===== config.mk =====
export PLATFORM = sky130hd
export DESIGN_NAME = switch_strap_status_and_budget_data
export DESIGN_NICKNAME = d
export VERILOG_FILES = /design/src/design/strap_budget_pkg.sv /design/src/design/strap_capture.sv /design/src/design/switch_strap_status_and_budget_data.sv
export SDC_FILE = /design/constraint.sdc
export NUM_CORES = 1
export LEC_CHECK = 0
export BUFFER_PORTS_ARGS = -buffer_cell sky130_fd_sc_hd__buf_2
export CAP_MARGIN = 20
export CORE_ASPECT_RATIO = 1.75
export CORE_MARGIN = 2
export CORE_UTILIZATION = 62
export CTS_BUF_LIST = sky130_fd_sc_hd__clkbuf_8
export DETAILED_ROUTE_END_ITERATION = 16
export PLACE_DENSITY = 0.81
export RECOVER_POWER = 25
export SLEW_MARGIN = 10
export SYNTH_ARGS = -nofsm -noshare
export SYNTH_HDL_FRONTEND = slang
export SYNTH_SLANG_ARGS = --single-unit

===== constraint.sdc =====
create_clock -name CLK -period 2.55 [get_ports CLK]
set_input_delay 0.51 -clock CLK [delete_from_list [all_inputs] [get_ports CLK]]
set_output_delay 0.51 -clock CLK [all_outputs]
set_load 0.005 [all_outputs]

===== src/design/strap_budget_pkg.sv =====
// constants and carrier types for the strap status and budget data bank
// assumes a 12-bit APB byte address and 32-bit data words
package strap_budget_pkg;

    // bus geometry
    localparam int ADDR_W = 12;
    localparam int DATA_W = 32;

    // register byte addresses
    localparam logic [11:0] BUDGET_SEL_OFF = 12'h284;
    localparam logic [11:0] BUDGET_READ_OFF = 12'h288;
    localparam logic [11:0] BUDGET_BASE_OFF = 12'h300;
    localparam logic [11:0] STATUS_OFF = 12'h400;
    localparam logic [11:0] SYS_CTRL_OFF = 12'h500;
    localparam logic [11:0] WORD_BYTES = 12'h004;

    // budget bank shape
    localparam int BUDGET_WORDS = 8;
    localparam int BUDGET_IDX_W = 3;
    localparam logic [7:0] SEL_MAX = 8'h07;
    localparam logic [7:0] SEL_RESET = 8'h00;
    localparam logic [31:0] WORD_RESET = 32'h0000_0000;
    localparam logic [31:0] READ_ZERO = 32'h0000_0000;

    // control register field
    localparam int UNLOCK_BIT = 0;

    // operating mode codes
    localparam logic [3:0] MODE_NORMAL = 4'h0;
    localparam logic [3:0] MODE_NORMAL_EE = 4'h1;
    localparam logic [3:0] MODE_FO_P0 = 4'h8;
    localparam logic [3:0] MODE_FO_P2 = 4'h9;
    localparam logic [3:0] MODE_FO_EE_P0 = 4'hA;
    localparam logic [3:0] MODE_FO_EE_P2 = 4'hB;

    // edges after fundamental reset release before straps are taken
    localparam logic [1:0] CAP_SETTLE = 2'h2;

    // strap pins as sampled at the board
    typedef struct packed {
        logic halt_after_reset;
        logic reference_clock_mode;
        logic master_smbus_slow;
        logic common_clock_upstream;
        logic common_clock_downstream;
        logic [3:0] operating_mode_straps;
    } strap_pins_t;

    localparam int STRAP_W = 9;

    // status word layout, bit 31 down to bit 0
    typedef struct packed {
        logic [21:0] rsvd_hi;
        logic halt_after_reset;
        logic reference_clock_mode;
        logic master_smbus_slow;
        logic common_clock_upstream;
        logic common_clock_downstream;
        logic rsvd4;
        logic [3:0] operating_mode_straps;
    } status_word_t;

    // one APB request as seen in the access phase
    typedef struct packed {
        logic [11:0] paddr;
        logic pwrite;
        logic [31:0] pwdata;
    } apb_req_t;

endpackage


===== src/design/strap_capture.sv =====
// strap and hot reset synchroniser with a one-time strap capture
// assumes pins are asynchronous to CLK and straps are static after release
`timescale 1ns/1ps
module strap_capture import strap_budget_pkg::*; (
    // clock and fundamental reset
    input wire logic clk,
    input wire logic rst_b,
    // raw pins
    input wire logic hot_pin_b,
    input wire strap_pins_t strap_pins,
    // synchronised hot reset, low while asserted
    output logic hot_rst_b_sync,
    // captured straps and their valid flag
    output strap_pins_t straps_q,
    output logic valid_q
);

    // capture sequencer states
    typedef enum logic [0:0] {
        CAP_WAIT = 1'b0,
        CAP_HELD = 1'b1
    } cap_state_t;

    logic [STRAP_W:0] raw; // hot reset on top, straps below
    logic [STRAP_W:0] meta_q; // first stage, read only by second
    logic [STRAP_W:0] sync_q; // second stage
    cap_state_t state_q;
    logic [1:0] cnt_q; // edges since release

    assign raw = {hot_pin_b, strap_pins};
    assign hot_rst_b_sync = sync_q[STRAP_W];

    // two flip-flops per pin bit
    genvar g;
    generate
        for (g = 0; g <= STRAP_W; g++) begin : g_sync
            always_ff @(posedge clk or negedge rst_b) begin
                if (!rst_b) begin
                    meta_q[g] <= 1'b0;
                    sync_q[g] <= 1'b0;
                end else begin
                    meta_q[g] <= raw[g];
                    sync_q[g] <= meta_q[g];
                end
            end
        end
    endgenerate

    // capture once, after the synchronisers have filled
    always_ff @(posedge clk or negedge rst_b) begin
        if (!rst_b) begin
            state_q <= CAP_WAIT;
            cnt_q <= 2'h0;
            straps_q <= '0;
            valid_q <= 1'b0;
        end else begin
            unique case (state_q)
                CAP_WAIT: begin
                    if (cnt_q == CAP_SETTLE) begin
                        straps_q <= sync_q[STRAP_W-1:0];
                        valid_q <= 1'b1;
                        state_q <= CAP_HELD;
                    end else begin
                        cnt_q <= cnt_q + 2'h1;
                    end
                end
                CAP_HELD: begin
                    // held until the next fundamental reset
                    state_q <= CAP_HELD;
                end
            endcase
        end
    end

endmodule


===== src/design/switch_strap_status_and_budget_data.sv =====
// APB register bank: power budget data words and strap-based switch status
// assumes an APB master on CLK, RST_B as fundamental reset, HOT_RST_B
// and strap pins arriving asynchronously from the board
// budget words ride through hot reset; straps are taken once per fundamental reset
//
// Register access over APB is this design's own decision.
`timescale 1ns/1ps

// Operation
// - budget words writable only while unlocked
// - locked budget writes are dropped silently
// - mode field bits 3:0, codes 0,1
// - codes 8 to B select failover variants
// - bit 5 downstream common clock strap
// - bit 6 upstream common clock strap
// - bit 7 master SMBus slow strap
// - bit 8 reference clock mode strap
// - bit 9 halt after reset strap
// - select above 7 reads zero readout
// - budget words survive hot reset
module switch_strap_status_and_budget_data import strap_budget_pkg::*; (
    // clock and resets
    input wire logic CLK,
    input wire logic RST_B,
    input wire logic HOT_RST_B,
    // board strap pins
    input wire strap_pins_t STRAPS,
    // APB slave
    input wire logic PSEL,
    input wire logic PENABLE,
    input wire logic PWRITE,
    input wire logic [11:0] PADDR,
    input wire logic [31:0] PWDATA,
    output logic [31:0] PRDATA,
    output logic PREADY,
    output logic PSLVERR,
    // decoded operating mode
    output logic MODE_EEPROM_INIT,
    output logic MODE_FAILOVER,
    output logic UPSTREAM_PORT2,
    output logic MODE_RESERVED,
    output logic STRAPS_VALID
);

    // synchronised hot reset, low while asserted
    logic hot_b;
    // straps as captured after fundamental reset
    strap_pins_t straps;
    // capture done flag
    logic straps_ok;

    // request bundle for the access phase
    apb_req_t req;

    // answer registers
    // prdata holds between transfers; only the first access cycle reloads it
    logic [31:0] prdata_q;
    logic [31:0] prdata_d;
    logic pready_q;
    logic pslverr_q;
    logic pslverr_d;

    // decoded mode registers
    logic ee_q;
    logic ee_d;
    logic fo_q;
    logic fo_d;
    logic up2_q;
    logic up2_d;
    logic rsvd_q;
    logic rsvd_d;
    logic valid_q;

    // budget bank, select and unlock
    logic [31:0] budget_q [BUDGET_WORDS];
    logic [7:0] sel_q;
    logic unlock_q;

    // address decode
    logic [BUDGET_WORDS-1:0] word_hit;
    logic [BUDGET_WORDS-1:0] word_we; // hit, committed and unlocked
    logic budget_hit;
    logic sel_hit;
    logic read_hit;
    logic status_hit;
    logic ctrl_hit;
    logic mapped;

    // phase strobes
    logic access;
    logic commit;
    logic wr_commit;

    // readout and status views
    logic [31:0] readout;
    status_word_t status;

    // strap synchroniser and one-shot capture
    // the hot reset pin rides through the same two-flop chain there
    strap_capture u_capture (
        .clk(CLK),
        .rst_b(RST_B),
        .hot_pin_b(HOT_RST_B),
        .strap_pins(STRAPS),
        .hot_rst_b_sync(hot_b),
        .straps_q(straps),
        .valid_q(straps_ok)
    );

    // group the APB request so decode reads one bundle
    assign req = '{paddr: PADDR, pwrite: PWRITE, pwdata: PWDATA};

    // both strobes decode the same signals and differ only in ready,
    // so access and commit can never be high together
    // first access cycle computes the answer, the second one completes
    assign access = PSEL & PENABLE & ~pready_q;
    // the edge where pready is sampled high is the only commit edge
    assign commit = PSEL & PENABLE & pready_q;
    // a locked budget write still completes, with no error flag
    // writes to unmapped space never land anywhere
    assign wr_commit = commit & req.pwrite & mapped;

    // one address comparator per budget word
    // each address is constant per word, so it folds to a plain equality test
    genvar w;
    generate
        for (w = 0; w < BUDGET_WORDS; w++) begin : g_word
            // word w sits one aligned word above word w-1
            assign word_hit[w] =
                (req.paddr == BUDGET_BASE_OFF + 12'(w) * WORD_BYTES);

            // lock folded into the strobe so the register stays plain
            assign word_we[w] = wr_commit & word_hit[w] & unlock_q;

            // sticky word: only fundamental reset clears it
            // reset contents are meaningless, software loads them
            always_ff @(posedge CLK or negedge RST_B) begin
                if (!RST_B) begin
                    budget_q[w] <= WORD_RESET;
                end else if (word_we[w]) begin
                    // writable only while unlocked
                    budget_q[w] <= req.pwdata;
                end
                // locked writes fall through and change nothing
            end
        end
    endgenerate

    // remaining decode terms
    // anything outside these five terms answers with an error
    assign budget_hit = |word_hit;
    assign sel_hit = (req.paddr == BUDGET_SEL_OFF);
    assign read_hit = (req.paddr == BUDGET_READ_OFF);
    assign status_hit = (req.paddr == STATUS_OFF);
    assign ctrl_hit = (req.paddr == SYS_CTRL_OFF);
    assign mapped = budget_hit | sel_hit | read_hit | status_hit | ctrl_hit;

    // readout: out-of-range select gives zero, not an alias
    // the index is cut to three bits only behind the range test, so a
    // select of 8 or more can never fold onto a low word
    assign readout = (sel_q > SEL_MAX) ? READ_ZERO
        : budget_q[sel_q[BUDGET_IDX_W-1:0]];

    // status word built from the captured straps only
    always_comb begin
        // the blank default keeps bit 4 and bits 31:10 at zero
        status = '0;
        status.operating_mode_straps = straps.operating_mode_straps;
        status.common_clock_downstream = straps.common_clock_downstream;
        status.common_clock_upstream = straps.common_clock_upstream;
        status.master_smbus_slow = straps.master_smbus_slow;
        status.reference_clock_mode = straps.reference_clock_mode;
        status.halt_after_reset = straps.halt_after_reset;
    end

    // read mux and error answer for the addressed register
    // decode terms are one-hot, so the order of the chain is free
    always_comb begin
        prdata_d = READ_ZERO;
        pslverr_d = 1'b0;
        if (budget_hit) begin
            // budget words read back whether locked or not
            // word_hit is one-hot, so one pass of the loop at most assigns
            for (int i = 0; i < BUDGET_WORDS; i++) begin
                if (word_hit[i]) begin
                    prdata_d = budget_q[i];
                end
            end
        end else if (sel_hit) begin
            // select field in the low byte, the rest reads zero
            prdata_d = 32'(sel_q);
        end else if (read_hit) begin
            // selected budget word or zero
            prdata_d = readout;
        end else if (status_hit) begin
            // read-only view of the straps
            prdata_d = status;
        end else if (ctrl_hit) begin
            // stands in for the system control word of the full switch
            // unlock bit alone, upper bits read zero
            prdata_d = READ_ZERO;
            prdata_d[UNLOCK_BIT] = unlock_q;
        end else begin
            // unmapped: zero data and an error flag
            pslverr_d = 1'b1;
        end
    end

    // one wait state: ready rises one cycle into the access phase
    // trading a cycle of latency for a registered read path
    always_ff @(posedge CLK or negedge RST_B) begin
        if (!RST_B) begin
            pready_q <= 1'b0;
        end else if (commit) begin
            // drop ready as the transfer completes
            pready_q <= 1'b0;
        end else if (!PSEL) begin
            // a transfer abandoned by the master leaves no stale ready behind
            pready_q <= 1'b0;
        end else if (access) begin
            // answer is ready on the next edge
            pready_q <= 1'b1;
        end
    end

    // read data and error are caught with the ready rise
    always_ff @(posedge CLK or negedge RST_B) begin
        if (!RST_B) begin
            prdata_q <= READ_ZERO;
            pslverr_q <= 1'b0;
        end else if (access) begin
            // writes see zero data, which the master ignores
            prdata_q <= req.pwrite ? READ_ZERO : prdata_d;
            pslverr_q <= pslverr_d;
        end else if (commit) begin
            // error lasts only for the completing cycle
            pslverr_q <= 1'b0;
        end
    end

    // hot reset reaches only the plain fields below; the sticky words and
    // the captured straps never see it
    // budget select: ordinary field, hot reset clears it
    always_ff @(posedge CLK or negedge RST_B) begin
        if (!RST_B) begin
            sel_q <= SEL_RESET;
        end else if (!hot_b) begin
            // not sticky, so a hot reset restores the default
            sel_q <= SEL_RESET;
        end else if (wr_commit && sel_hit) begin
            // full byte stored; range checked on readout
            sel_q <= req.pwdata[$bits(sel_q)-1:0];
        end
    end

    // unlock bit gating the budget bank, cleared by any reset
    // so a reset never leaves the sticky words exposed
    always_ff @(posedge CLK or negedge RST_B) begin
        if (!RST_B) begin
            unlock_q <= 1'b0;
        end else if (!hot_b) begin
            unlock_q <= 1'b0;
        end else if (wr_commit && ctrl_hit) begin
            // the gate that steers budget writes
            // the other bits of the control word are dropped
            unlock_q <= req.pwdata[UNLOCK_BIT];
        end
    end

    // status writes: no branch stores them, so they are ignored

    // mode decode from the captured straps
    // reserved codes are decoded too, so a badly strapped board shows up
    always_comb begin
        ee_d = 1'b0;
        fo_d = 1'b0;
        up2_d = 1'b0;
        rsvd_d = 1'b0;
        unique case (straps.operating_mode_straps)
            MODE_NORMAL: begin
                // plain switching
                ee_d = 1'b0;
            end
            MODE_NORMAL_EE: begin
                // switching with EEPROM load
                ee_d = 1'b1;
            end
            MODE_FO_P0: begin
                // failover, port 0 upstream
                fo_d = 1'b1;
            end
            MODE_FO_P2: begin
                // failover, port 2 upstream
                fo_d = 1'b1;
                up2_d = 1'b1;
            end
            MODE_FO_EE_P0: begin
                // failover with EEPROM, port 0
                ee_d = 1'b1;
                fo_d = 1'b1;
            end
            MODE_FO_EE_P2: begin
                // failover with EEPROM, port 2
                ee_d = 1'b1;
                fo_d = 1'b1;
                up2_d = 1'b1;
            end
            default: begin
                // board should never strap these codes
                rsvd_d = 1'b1;
            end
        endcase
    end

    // decoded mode outputs, held at zero until capture is done
    // the gate keeps the decode quiet while the synchronisers still hold zeros
    // straps are assumed static after release, so no re-sampling
    always_ff @(posedge CLK or negedge RST_B) begin
        if (!RST_B) begin
            ee_q <= 1'b0;
            fo_q <= 1'b0;
            up2_q <= 1'b0;
            rsvd_q <= 1'b0;
            valid_q <= 1'b0;
        end else begin
            ee_q <= ee_d & straps_ok;
            fo_q <= fo_d & straps_ok;
            up2_q <= up2_d & straps_ok;
            rsvd_q <= rsvd_d & straps_ok;
            valid_q <= straps_ok;
        end
    end

    // every output comes straight from a flip-flop
    assign PRDATA = prdata_q;
    assign PREADY = pready_q;
    assign PSLVERR = pslverr_q;
    assign MODE_EEPROM_INIT = ee_q;
    assign MODE_FAILOVER = fo_q;
    assign UPSTREAM_PORT2 = up2_q;
    assign MODE_RESERVED = rsvd_q;
    assign STRAPS_VALID = valid_q;

endmodule


Word level (Yosys, flattened, before mapping)
Index checks and enable logic that the tools add are counted.
{"block": "word_totals", "register_bits": 337, "latch_bits": 0, "mem_bits_rw": 0, "mem_bits_ro": 0, "in_bits": 59, "out_inout_bits": 39, "wordCells": 153, "memories": 0}
{"block": "classes", "n_addsub": 1, "multipliers": 0, "n_div": 0, "order_cmp": 2, "n_eq_ne": 21, "shifts": 0, "n_mux": 38, "n_bitwise": 33, "n_reduce_logical": 11}
{"op": "$mux W32", "n": 15}
{"op": "$eq A12 B10 Y1 const B", "n": 10}
{"op": "$bmux W32 S3", "n": 1}
{"op": "$and A1 B1 Y1", "n": 25}
{"op": "$eq A12 B11 Y1 const B", "n": 2}
{"op": "$mux W1", "n": 18}
{"op": "$eq A4 B4 Y1 const B", "n": 4}
{"op": "$mux W8", "n": 2}
{"op": "$mux W10", "n": 1}
{"op": "$gt A8 B3 Y1 const B", "n": 1}
{"op": "$reduce_or A8 Y1", "n": 1}
{"op": "$reduce_or A6 Y1", "n": 1}
{"op": "$eq A4 B1 Y1 const B", "n": 1}
{"op": "$ge A4 B4 Y1 const B", "n": 1}
{"op": "$logic_not A4 Y1", "n": 1}
{"op": "$ne A2 B2 Y1 const B", "n": 2}
{"op": "$not A3 Y4", "n": 1}
{"op": "$or A1 B1 Y1", "n": 4}
{"op": "$reduce_and A2 Y1", "n": 2}
{"op": "$reduce_or A4 Y1", "n": 1}
{"op": "$ne A3 B1 Y1 const B", "n": 1}
{"op": "$not A1 Y1", "n": 3}
{"op": "$reduce_or A3 Y1", "n": 1}
{"op": "$add A2 B1 Y2 const B", "n": 1}
{"op": "5 further kinds", "n": 6}

Depth between registers and ports, before layout
Gate-level depths: netlist (run 1).
{"block": "depth", "word_depth": 11, "depth_mapped": 8, "mapped_depth_nobuf": 5}

Hierarchy
Synthesis (run 1) repeated with hierarchy kept, for this count alone.
{"block": "unflattened", "cells_unflattened": 1352, "area_unflattened_um2": 17503.0}
{"module": "switch_strap_status_and_budget_data", "n_inst": 1, "cells_per_inst": 1301, "area_each_um2": 16469.5, "seq_area_each_um2": 7607.3}
{"module": "strap_capture", "n_inst": 1, "cells_per_inst": 51, "area_each_um2": 1033.5, "seq_area_each_um2": 825.8}

Worst setup path before layout (run 1)
OpenSTA, ideal clock, no wires.
{"block": "synth_timing", "kind": "input port to flip-flop", "startpoint": "input port PADDR[1]", "endpoint": "register budget_q[162] (netlist bit)", "setup_time_ns": 0.125, "arrival_time_ns": 2.086, "required_time_ns": 2.425, "slack_ns": 0.339, "stages": 5, "path_buffers": 2, "cell_sequence": "or4b_1 > buf_4 > nor4_2 > buf_2 > mux2_2"}
{"block": "synth_via", "elab_chain_len": 9, "elab_cells_between_ends": 20, "classes_between": "eq/ne: 12; bitwise: 7; reduce/logical: 1"}
{"element": "start, declared", "line": "switch_strap_status_and_budget_data.sv:32", "text": "input wire logic [11:0] PADDR,"}
{"element": "$eq A12 B10 Y1", "line": "switch_strap_status_and_budget_data.sv:130", "text": "(req.paddr == BUDGET_BASE_OFF + 12'(w) * WORD_BYTES);"}
{"element": "$reduce_or A8 Y1", "line": "switch_strap_status_and_budget_data.sv:151", "text": "assign budget_hit = |word_hit;"}
{"element": "$or A1 B1 Y1 (4 in series)", "line": "switch_strap_status_and_budget_data.sv:156", "text": "assign mapped = budget_hit | sel_hit | read_hit | status_hit | ctrl_hit;"}
{"element": "$and A1 B1 Y1", "line": "switch_strap_status_and_budget_data.sv:121", "text": "assign wr_commit = commit & req.pwrite & mapped;"}
{"element": "$and A1 B1 Y1 * (2 in series)", "line": "switch_strap_status_and_budget_data.sv:133", "text": "assign word_we[w] = wr_commit & word_hit[w] & unlock_q;"}
{"element": "end signal, assigned by index", "line": "switch_strap_status_and_budget_data.sv:142", "text": "budget_q[w] <= req.pwdata;"}
{"element": "end, declared", "line": "switch_strap_status_and_budget_data.sv:75", "text": "logic [31:0] budget_q [BUDGET_WORDS];"}
Mark *: on every way between the ends. The rest lies on a longest branch, timed or not.
A chain may end at the register's enable or synchronous reset.

Final worst setup path (run 1)
{"block": "layout_timing", "startpoint": "register sel_q[1]", "endpoint": "register prdata_q[27], in the netlist PRDATA[27]"}
{"block": "layout_via", "elab_chain_len": 9, "elab_cells_between_ends": 10, "classes_between": "order compare: 1; mux: 8; bitwise: 1"}
{"element": "start, declared", "line": "switch_strap_status_and_budget_data.sv:76", "text": "logic [7:0] sel_q;"}
{"element": "start signal, assigned", "line": "switch_strap_status_and_budget_data.sv:252", "text": "sel_q <= req.pwdata[$bits(sel_q)-1:0];"}
{"element": "$not A3 Y4 (not written as such)", "line": "switch_strap_status_and_budget_data.sv:162", "text": ": budget_q[sel_q[BUDGET_IDX_W-1:0]];"}
{"element": "$bmux W32 S3", "line": "switch_strap_status_and_budget_data.sv:162"}
{"element": "$mux W32 (not written as such) (2 in series)", "line": "switch_strap_status_and_budget_data.sv:162"}
{"element": "$mux W32 *", "line": "switch_strap_status_and_budget_data.sv:161", "text": "assign readout = (sel_q > SEL_MAX) ? READ_ZERO"}
{"element": "$mux W32 *", "line": "switch_strap_status_and_budget_data.sv:192", "text": "end else if (read_hit) begin"}
{"element": "$mux W32 *", "line": "switch_strap_status_and_budget_data.sv:189", "text": "end else if (sel_hit) begin"}
{"element": "$mux W32 *", "line": "switch_strap_status_and_budget_data.sv:181", "text": "if (budget_hit) begin"}
{"element": "$mux W32 *", "line": "switch_strap_status_and_budget_data.sv:233", "text": "prdata_q <= req.pwrite ? READ_ZERO : prdata_d;"}
{"element": "end signal, assigned", "line": "switch_strap_status_and_budget_data.sv:233"}
{"element": "end, declared", "line": "switch_strap_status_and_budget_data.sv:57", "text": "logic [31:0] prdata_q;"}
Mark *: on every way between the ends. The rest lies on a longest branch, timed or not. The select of a mux whose other input is x is not followed.

==> results.txt, run 1 <==
* Most used flip-flop cell after synthesis: sky130_fd_sc_hd__dfrtp_1
- STA puts the critical path data required time at ~3000 ps.
- After synthesis, flip-flops and latches occupy between 40% and 50% of the total area.
* Final Critical Period: around 2300 ps
* Category of the worst setup path capture point: flip-flop
- After synthesis, the cell types taking the most area are sky130_fd_sc_hd__dfrtp_1 50%, sky130_fd_sc_hd__mux2_2 18%, sky130_fd_sc_hd__mux4_2 11%.
* DIE AREA: around 0.029 mm^2
* Die X: approximately 130 um
* Design Power: 10.5 mW
* Clock share of power: between 40% and 50%
- In the routed design, unresolved DRC markers number 0.
* P per Cell Area: between 500 and 600 mW/mm^2
* Status: finished clean
* Congestion Overflow GR: 0
- Highest achievable clock rate: approximately 440 MHz
* Final Hold Violating Endpoints: 0
* Sw Share: 24.2%
* Portion of synthesized cell area occupied by the leading cell type: between 40% and 50%
- The number of antenna violations at the first check in global routing came to 4.
* Std-Cell Core Area: 0.0271 mm^2
- Of all flip-flops after synthesis, the portion carrying an async set or reset was 100%.
* Cell Chain, Critical Path: buf_4 -> mux4_2 -> mux2i_1 -> a2bb2oi_1 -> o21ai_0
* Max stage delay cell, worst path: sky130_fd_sc_hd__dfrtp_2
- The first global-routing pass estimated 71.2 mm of wire.
- Area added between synthesis and finish: 14.3%
* Worst Path Arrival: approximately 2800 ps
- Registers are responsible for 51.2% of the overall power.
- Category of the critical setup timing path: flip-flop to flip-flop
* Average routed wire per standard cell: 25.3 um
- The congestion estimate from routability-driven global placement came to 0.927.
- Class of the tightest hold or removal check: input port to flip-flop
- Number of logic stages on the critical path including buffering: 5
- Synthesis produced roughly 1.3k cells.
- Proportion of power drawn by combinational gates: under 10%
- Counting cells, the worst reg-to-reg path comes to 5.
* Register cell area after layout: around 0.0084 mm^2
- In this run the vertical extent of the chip is roughly 220 um.
* Buffer cell driving the clock tree root: sky130_fd_sc_hd__clkbuf_8
- In this run, synthesis produced a sequential element count of 337.
- Counting instances, the worst hold path has a depth of 1.
* Via count: 12.1k
- Entering global routing, the biggest net connects 67 pins.
- Number of global-route vias before repair: 13.0k
- Nets in the synthesized netlist: approximately 1.3k
* Number of top-level design ports: slightly below 100
- The number of different library cells used by synthesis comes to 66.
* RSZ-0062 raised after global routing: false
- Post-route ant nets: 0
* Startpoint Class: flip-flop
* Slew headroom: a little over a fifth
* Worst-path clk slew: around 70 ps
- In the synthesized netlist, the cells that appear most often are 337 x sky130_fd_sc_hd__dfrtp_1, 269 x sky130_fd_sc_hd__mux2_2, 83 x sky130_fd_sc_hd__mux4_2.
- Area post-placement: around 0.018 mm^2
* Internal: 7.98 mW
- The multi-input combinational cells in the finished layout cover a total of just over 0.008 mm^2.
* Post-detailed-routing wire length: around 46 mm
* Number of pins exceeding their max-slew limit in the final report: 0
* Reported leakage power: roughly 9.2 nW
- For this run, the post-layout net count is 1450.
* Peak fanout along the critical path: 21
* Slew at the pin with the worst max-slew slack: 1170 ps
- In the post-route analysis, the smallest setup slack over all paths is between 200 and 300 ps.
- Cell type with the highest aggregate area in the netlist: sky130_fd_sc_hd__dfrtp_1
* Maximum root-to-sink buffer count: 3
* Number of clock sinks seen by CTS: 337
- Detailed Routing Iterations Pass 1: 5
- # port buffers: 97
* Fraction of final layout cells sized beyond drive strength 1: 43.5%
* Fin Clk Skew: between 15 and 20 ps
* Total number of placement rows: 80
- Cell area after synthesis: 0.0170 mm^2
- Counting flops with a built-in enable in the synthesized netlist gives 0.
- sky130_fd_sc_hd__dfrtp_1 is the most common cell in the netlist.
- On the worst path, the slowest cell contributes a delay of approximately 800 ps.
- Final critical-path share of the clock period: 88.9%
* Design Area, Final: 0.0194 mm^2
- Overall global routing resource usage: between 30% and 40%
* Number of levels in the clock H-tree: 2
* Delay-heaviest family, CP: flip-flops
- Together, buffers and inverters on the worst path number 1.
* Number of vias per cell after detailed routing: around 6.7
- During synthesis, Yosys emitted a total of 0 warnings.
* Number of DRC markers after the initial detailed-route iteration: between 900 and 1k
* Avg Synthesized Cell Area: roughly 14 um^2
- Clock latency on the worst-skew pair, taken at its later pin, is around 620 ps.
- TritonCTS built the clock tree.
* Min Hold Slack: approximately 19 ps
- Initial Utilization: 62.7%
* Fill cell count: 1794
- Switching Power: ~2.5 mW
* Final setup violation count: 0
- Maximum vdd ir drop: about 410 uV
- Before CTS, the worst setup slack after placement is -10.6 ps.
* Final HPWL from detailed placement: ~29 mm
* CTS buffer count: between 40 and 50
- Maximum Capacitance Violations: 0
-- cells in the final DEF (no fill, tap or decap), drive strengths merged, types with 4 or more instances in the layout --
| master | instances |
|---|---|
| nand3 | 19 |
| clkbuf | 67 |
| inv | 17 |
| nor3 | 13 |
| a21boi | 9 |
| nor2b | 6 |
| nand2 | 63 |
| mux4 | 83 |
| a2bb2oi | 7 |
| o21a | 6 |
| mux2i | 65 |
| a211oi | 4 |
| o21ai | 36 |
| nor2 | 27 |
| o31ai | 7 |
| dfrtp | 337 |
| nor4 | 10 |
| mux2 | 282 |
| clkinv | 13 |
| nor3b | 4 |
| a21oi | 43 |
| o22ai | 9 |
| or3 | 5 |
| a31oi | 5 |
| buf | 165 |
| a221oi | 28 |
| dlygate4sd3 | 6 |
| a22oi | 12 |
| o211ai | 21 |
| and2 | 18 |
-- power by group through the flow --
stage | clock network (mW) | registers [mW] | logic [mW]
after floorplan | 0 | 5.49 | 0.179
after global placement | 0 | 5.49 | 0.499
after detailed placement | 0 | 5.49 | 0.508
after CTS | 4.67 | 5.40 | 0.519
after global routing | 4.92 | 5.39 | 0.555
final | 4.62 | 5.40 | 0.512
-- cells by family after synthesis --
family / Yosys count / share of synthesized area [%]
AOI/OAI and AO/OA: 199 / 7.92
xor gates and xnor gates: 2 / 0.103
adders and majority gates: 1 / 0.0736
buffers and inverters: 100 / 2.69
DFF: 337 / 49.6
muxes: 430 / 33.5
and+or+nand+nor: 189 / 6.12
-- stage by stage --
stage	cells	util, %	setup TNS [ps]
after floorplan	1258	-	0
after global placement	1702	67.6	0
after detailed placement	1702	67.6	-14.5
after CTS	1799	71.7	0
after global routing	1802	71.6	0
final	1802	71.6	0
-- layer usage --
| layer | routed length [um] | track usage, % | up-vias | part of all wire (%) |
|---|---|---|---|---|
| met2 | 23400 | 53.8 | 608 | 51 |
| met1 | 16400 | 39.8 | 6260 | 36 |
| met3 | 3130 | 5.08 | 184 | 6.9 |
| met5 | 13 | 0 | - | 0.029 |
| met4 | 2650 | 19.8 | 2 | 5.8 |
| li1 | - | - | 5060 | - |
-- registers in the layout, indices dropped and copies added (netlist names), 2 cells and up --
name                count
sel_q                   8
PRDATA                 32
u_capture.meta_q       10
budget_q              256
u_capture.straps_q      9
u_capture.cnt_q         2
u_capture.sync_q        9
-- final cells by class --
cell class	count	share of cell area, %
inverters	6	0.116
repair buffers	175	6.53
diodes	3	0.0386
clock inverters	28	1.00
well taps	369	2.38
multi-input cells	821	42.0
clock buffers	63	4.46
flip-flops and latches	337	43.4
-- worst paths after layout --
check	startpoint	to	slack, ps
worst max register to register	sel_q[1]	PRDATA[27]	280
max in group asynchronous	RST_B	budget_q[157]	780
min in group asynchronous	RST_B	budget_q[102]	430
worst max-delay path	sel_q[1]	PRDATA[27]	280
worst min register to register	u_capture.meta_q[4]	u_capture.sync_q[4]	360
worst min-delay path	STRAPS[7]	u_capture.meta_q[7]	20
-- timing repair --
| item | in CTS | in global routing |
|---|---|---|
| hold buffers | 6 | 0 |
| hold endpoints to repair | 62 | 0 |
| buffers inserted | 0 | 0 |
| resized for setup | 0 | 0 |
No activity file was read; power rests on OpenSTA's default activity.
==> run 2: changes to the inputs <==
- RECOVER_POWER: 25 -> 50
- clock period: 2.55 -> 2.4 ns (I/O delays scaled with it)
==> run 2 against run 1 <==
The run now ends with max-capacitance violations, max-slew violations left. Wire length increased by 0.15%. Combinational power increased by 11%. Final cell count increased by 0.39%. Global-route usage increased by 0.28 points. Non-clock buffer count increased by 13. Clock power decreased by 3%. Largest cell class unchanged. Highest routed layer is now met4.
==> results.txt, run 2 (synthesis gave the netlist of run 1 again) <==
- The flow ran to the end, but the final reports show violations.
- Violations in the final reports: max-capacitance violations, max-slew violations
- In the layout the commonest cells are 335 x sky130_fd_sc_hd__dfrtp_1, 269 x sky130_fd_sc_hd__mux2_2, 93 x sky130_fd_sc_hd__buf_2.
* Detailed Routing Iterations Pass 1: 5
- For this design the ratio of total power to cell area is 552 mW/mm^2.
* Maximum root-to-sink buffer count: 3
- Number of levels in the clock H-tree: 2
- Overall die height: between 200 and 250 um
- Clock tree synthesis selected as its root buffer the cell sky130_fd_sc_hd__clkbuf_8.
- Entering global routing, the biggest net connects between 70 and 80 pins.
- The worst setup path is captured at a flip-flop.
* Number of pins exceeding their max-slew limit in the final report: 56
- The first global-routing pass estimated just over 70 mm of wire.
- Summing all non-filler instances in the final layout gives an area of 0.0195 mm^2.
- In this run the worst path has a maximum fanout of 28.
- Setup repair after global routing left no endpoint under its margin.
* Final Critical Period: between 2000 and 2500 ps
* Post-route ant nets: 0
- The worst pin sits at a relative slew slack of -8.10%.
* Reported leakage power: 9.26 nW
* Aggregate negative setup slack: 0 ps
* Startpoint Class: flip-flop
- Maximum Capacitance Violations: 1
- Final Net Count: between 1k and 1.5k
- Number of vias per cell after detailed routing: 6.70
- Once the clock tree was built, the resizer swapped 0 gates to a different size.
- Area added between synthesis and finish: 14.9%
- The congestion estimate from routability-driven global placement came to about 0.91.
* Clock network latency to the later pin of the worst-skew pair: roughly 600 ps
- The number of antenna violations at the first check in global routing is 2.
* Area post-placement: ~0.018 mm^2
- After clock tree synthesis, the clock-pin slew on the worst setup and hold paths is ~70 ps.
* CTS buffer count: 49
* Final critical-path share of the clock period: 93.9%
- After detailed routing, the average wire length per cell comes to 25.2 um.
- The critical path is of the flip-flop to flip-flop type.
- Maximum vdd ir drop: approximately 420 uV
- Number of cells on the worst reg-to-reg path: 6
- Critical path endpoint: budget_q[1]
- Buffers placed on the I/O ports in this run total just under 100.
- At the pin with the least slew margin, the transition time is between 1500 and 2000 ps.
- After layout, the design draws a total of 10.8 mW.
- Reg2Reg Setup Slack: between 100 and 150 ps
- Detailed routing inserted a total of between 10k and 15k vias.
- Number of clock sinks seen by CTS: approximately 340
* Fraction of final layout cells sized beyond drive strength 1: between 40% and 50%
* Register with the most flip-flops: budget_q
* Data required, critical path: about 2900 ps
- TritonCTS built the clock tree.
* Final Hold Violating Endpoints: 0
- The startpoint identified for the worst register-to-register timing path is PREADY.
- Class of the tightest hold or removal check: input port to flip-flop
- The floorplan step defined a die boundary enclosing a little under 0.03 mm^2.
- The endpoint identified for the worst register-to-register timing path is budget_q[1].
* Congestion Overflow GR: 0
* Leading cell type in the layout, fill and taps excluded: sky130_fd_sc_hd__dfrtp_1
- Final HPWL from detailed placement: just under 30 mm
- After detailed routing, the number of remaining DRC violations is 0.
- Data on the critical path arrives at its endpoint at approximately 2700 ps.
* Hold-fix buffer count after cts: 11
- Fill cell count: 1826
- Number of global-route vias before repair: between 10k and 15k
- Total number of placement rows: 80
- Highest achievable clock rate: approximately 440 MHz
- Std-Cell Core Area: between 0.02 and 0.03 mm^2
- Max FFs per register: ~260
* Die X: approximately 130 um
- After the first detailed-routing iteration, the DRC count stood at between 900 and 1k.
- During I/O placement, the number of pins put on the boundary was ~100.
- Overall global routing resource usage: between 30 and 40%
* Fin Clk Skew: between 20 and 30 ps
- Crit path from: PREADY
* Initial Utilization: between 60% and 70%
- In this run the post-CTS setup repair buffer count came out at 0.
* Final setup violation count: 0
- Post-detailed-routing wire length: about 46 mm
run 2: final cells by class:
| cell class | count | area, um^2 | area share (%) |
|---|---|---|---|
| Timing Repair Buffer | 188 | 1490 | 7.64 |
| Multi-Input combinational cell | 821 | 8170 | 41.8 |
| Sequential cell | 337 | 8440 | 43.2 |
| Clock inverter | 25 | 109 | 0.557 |
| Antenna cell | 2 | 5.00 | 0.0256 |
| Inverter | 6 | 22.5 | 0.115 |
| Tap cell | 369 | 462 | 2.36 |
| Clock buffer | 61 | 840 | 4.30 |
run 2: stage by stage:
step	std cells	setup slack, ps	hold WS [ps]	util, %
after floorplan	1258	219	184	-
after global placement	1710	-157	336	68.2
after detailed placement	1710	-185	339	68.2
after CTS	1807	134	165	72.1
after global routing	1809	40.5	183	72.0
final	1809	145	197	72.0
run 2: power by group:
part	leakage (nW)	switching (mW)	internal [mW]
clock network	0.569	2.19	2.29
registers	4.61	0.0220	5.71
logic	4.08	0.385	0.184
total	9.26	2.59	8.18
run 2: worst max-delay path, stage by stage (launching register included):
cell and delay, ps:
sky130_fd_sc_hd__dfrtp_1 440, sky130_fd_sc_hd__and4_1 250, sky130_fd_sc_hd__nand2_1 210, sky130_fd_sc_hd__buf_4 240
sky130_fd_sc_hd__nor4_4 320, sky130_fd_sc_hd__buf_12 300, sky130_fd_sc_hd__mux2_2 360
run 2: worst min-delay path by stage:
stage / slack, ps / cells after the start / endpoint / from
after floorplan: 180 / 0 / MODE_EEPROM_INIT / RST_B
after global routing: 180 / 2 / budget_q[186] / PWDATA[26]
after CTS: 170 / 2 / budget_q[90] / PWDATA[26]
after global placement: 340 / 0 / u_capture.sync_q[5] / u_capture.meta_q[5]
after detailed placement: 340 / 0 / u_capture.sync_q[1] / u_capture.meta_q[1]
final: 200 / 2 / budget_q[90] / PWDATA[26]
run 2: routing by layer:
layer | up-vias | routed length [um] | track usage, %
met5 | - | 0 | 0
met3 | 184 | 3020 | 5.18
met2 | 592 | 23400 | 54.9
li1 | 5102 | - | -
met4 | 0 | 2690 | 19.1
met1 | 6237 | 16500 | 39.9
==> run 3: changes to the inputs <==
- CORE_UTILIZATION: 62 -> 64
- PLACE_DENSITY: 0.81 -> 0.83
==> run 3 against run 2 <==
The run now ends clean. Worst setup slack better by 41 ps. Count of clock-buffer cells in the layout is 4 higher. Die area is 3.0% lower. Flip-flop and latch count stayed put. Clock power is 4% higher. First-iteration DRC count is 2.4% lower. Wire length is 0.47% higher. Utilization is 2.2 points higher. Sequential power hardly changed. Largest cell class unchanged.
==> results.txt, run 3 (synthesis gave the netlist of run 1 again) <==
- Switching Power: approximately 2.6 mW
- Counting buffers and inverters, the worst setup path is 6 cells deep.
- During placement, the flow inserted port buffers numbering 97.
* Setup WS post-layout: ~190 ps
* Category of the critical setup timing path: flip-flop to flip-flop
* Reported leakage power: about 9.3 nW
* Count of buffering cells on the critical path with inverters included: 2
* Cell Chain, Critical Path: and4_1 -> nand2_1 -> buf_4 -> nor4_4 -> buf_12 -> mux2_2
- Via count: approximately 12k
* Critical register-to-register path endpoint: budget_q[182]
- Dividing the detail-routed wire length by the instance count gives approximately 26 um.
* Total number of placement rows: 79
- Setup violations remaining at the end of the flow were counted as 0.
- The final-report hold violation count was 0.
- Post-detailed-routing wire length: 45.8 mm
- Overall global routing resource usage: 33.4%
* RSZ-0062 raised after global routing: false
- Number of vias per cell after detailed routing: roughly 6.9
- After detailed routing, the number of remaining DRC violations is 0.
- Relative to the synthesized area, the layout overhead comes to 15.2%.
* Final critical-path share of the clock period: 92.2%
- In this run the critical register-to-register path is launched from PREADY.
- For this run, the top clock speed supported by timing is ~450 MHz.
* Register with the most flip-flops: budget_q
- Fin Clk Skew: between 30 and 40 ps
- Global-route wire length before repair: about 72 mm
- The later pin in the worst-skew pair is clocked with a latency of ~610 ps.
- The setup check on the worst reg-to-reg path leaves a slack of roughly 190 ps.
- Dividing total power by cell area gives a power density of 560 mW/mm^2.
- For this configuration, the core starts out at a cell density of around 64%.
* Slew headroom: a little over an eighth
- TritonCTS clock tree: done
- The number of global-route vias before repair is ~13k.
- Congestion Overflow GR: 0
* Number of cells on the worst reg-to-reg path: 6
- Maximum root-to-sink buffer count: 3
* Crit path from: PREADY
* Initial antenna violation count: 2
- In this design, the stage delay of the slowest critical-path cell is 410 ps.
- Max FFs per register: 256
* Delay-heaviest family, CP: simple AND/OR/NAND/NOR gates
- Number of pins exceeding their max-slew limit in the final report: 0
* Maximum vdd ir drop: 525 uV
- At the end of the flow, the number of nets in the layout was 1478.
- Number of clock sinks seen by CTS: ~340
- The slowest stage of the critical path belongs to the cell sky130_fd_sc_hd__dfrtp_1.
- In the layout the commonest cells are 335 x sky130_fd_sc_hd__dfrtp_1, 269 x sky130_fd_sc_hd__mux2_2, 92 x sky130_fd_sc_hd__buf_2.
* Worst-path clk slew: roughly 70 ps
* Peak fanout along the critical path: 27
- Category of the worst setup path capture point: flip-flop
- The die is about 220 um tall.
- Proportion of power drawn by combinational gates: under 10%
* Post-route ant nets: 0
* Design Power: approximately 11 mW
- Class of the tightest hold or removal check: input port to flip-flop
- CTS buffer count: 50
- Once the clock tree was built, the resizer swapped 0 gates to a different size.
- The detailed router finished its first iteration with just under 1k violations.
- At the pin with the least slew margin, the transition time is 1290 ps.
- Number of top-level design ports: between 90 and 100
* Worst Path Arrival: between 2000 and 3000 ps
- Final Critical Period: approximately 2200 ps
- Worst slack at placement: -37.2 ps
* Clock share of power: a little over two fifths
- Portion of total power attributed to sequential cells: roughly 52%
* Status: finished clean
* Internal: approximately 8.3 mW
* Buffer cell driving the clock tree root: sky130_fd_sc_hd__clkbuf_8
* Fraction of final layout cells sized beyond drive strength 1: a little over two fifths
* Final HPWL from detailed placement: 29.5 mm
* Maximum Capacitance Violations: 0
- Entering global routing, the biggest net connects 61 pins.
* Std-Cell Core Area: 0.0264 mm^2
- For this run, the share of the core covered by cells in the final layout is 74.2%.
- The first detailed-routing pass ran for 5 iterations.
- The critical path ends at budget_q[182].
- The die covers 0.0279 mm^2.
- Data required, critical path: 2870 ps
- STA classifies the critical path startpoint as a flip-flop.
- The congestion estimate from routability-driven global placement came to a little over 0.9.
- In this run switching power makes up 24.1% of total power.
* Die X: ~130 um
* Leading cell type in the layout, fill and taps excluded: sky130_fd_sc_hd__dfrtp_1
* Number of levels in the clock H-tree: 2
## run 3: cell type report
| type | count | area (um^2) |
|---|---|---|
| clock inverters | 26 | 119 |
| clock buffers | 65 | 895 |
| inverters | 6 | 22.5 |
| fillers | 1617 | 6800 |
| diodes | 3 | 7.51 |
| well taps | 324 | 405 |
| multi-input cells | 821 | 8170 |
| flip-flops and latches | 337 | 8440 |
| repair buffers | 202 | 1540 |
## run 3: power by group through the flow
stage	registers [mW]	clock network, mW	logic [mW]
final	5.74	4.67	0.558
after CTS	5.74	4.74	0.575
after global routing	5.73	4.98	0.604
after detailed placement	5.84	0	0.557
after global placement	5.84	0	0.546
after floorplan	5.83	0	0.190
## run 3: repair_timing
item / in CTS / in global routing
hold buffers: 11 / 0
setup endpoints to repair: 0 / 0
hold endpoints to repair: 62 / 0
setup buffers: 0 / 0
## run 3: metrics by stage
step                      hold WS (ps)  cells  TNS [ps]  cell area [um^2]
after global placement             341   1679     -70.1             18600
after global routing               208   1782         0             19600
after detailed placement           338   1679      -477             18600
final                              192   1784         0             19600
after CTS                          167   1781         0             19700
after floorplan                    184   1258         0             17000
## run 3: worst min path at each step
stage,start,to,slack [ps],cells after the start
finish,PWDATA[18],budget_q[114],190,2
global route,PWDATA[18],budget_q[114],210,2
CTS,PWDATA[18],budget_q[114],170,2
detailed placement,u_capture.meta_q[3],u_capture.sync_q[3],340,0
global placement,u_capture.meta_q[5],u_capture.sync_q[5],340,0
floorplan,RST_B,MODE_EEPROM_INIT,180,0
## run 3: per-layer routing
layer  share of wire (%)  track usage (%)  wire length, um  up-vias
met5                   0                0                0        -
met4                 5.2             17.1             2400        0
met3                 6.5             5.51             2990      183
met2                  52             58.6            23800      615
met1                  36             39.7            16600     6286
li1                    -                -                -     5145
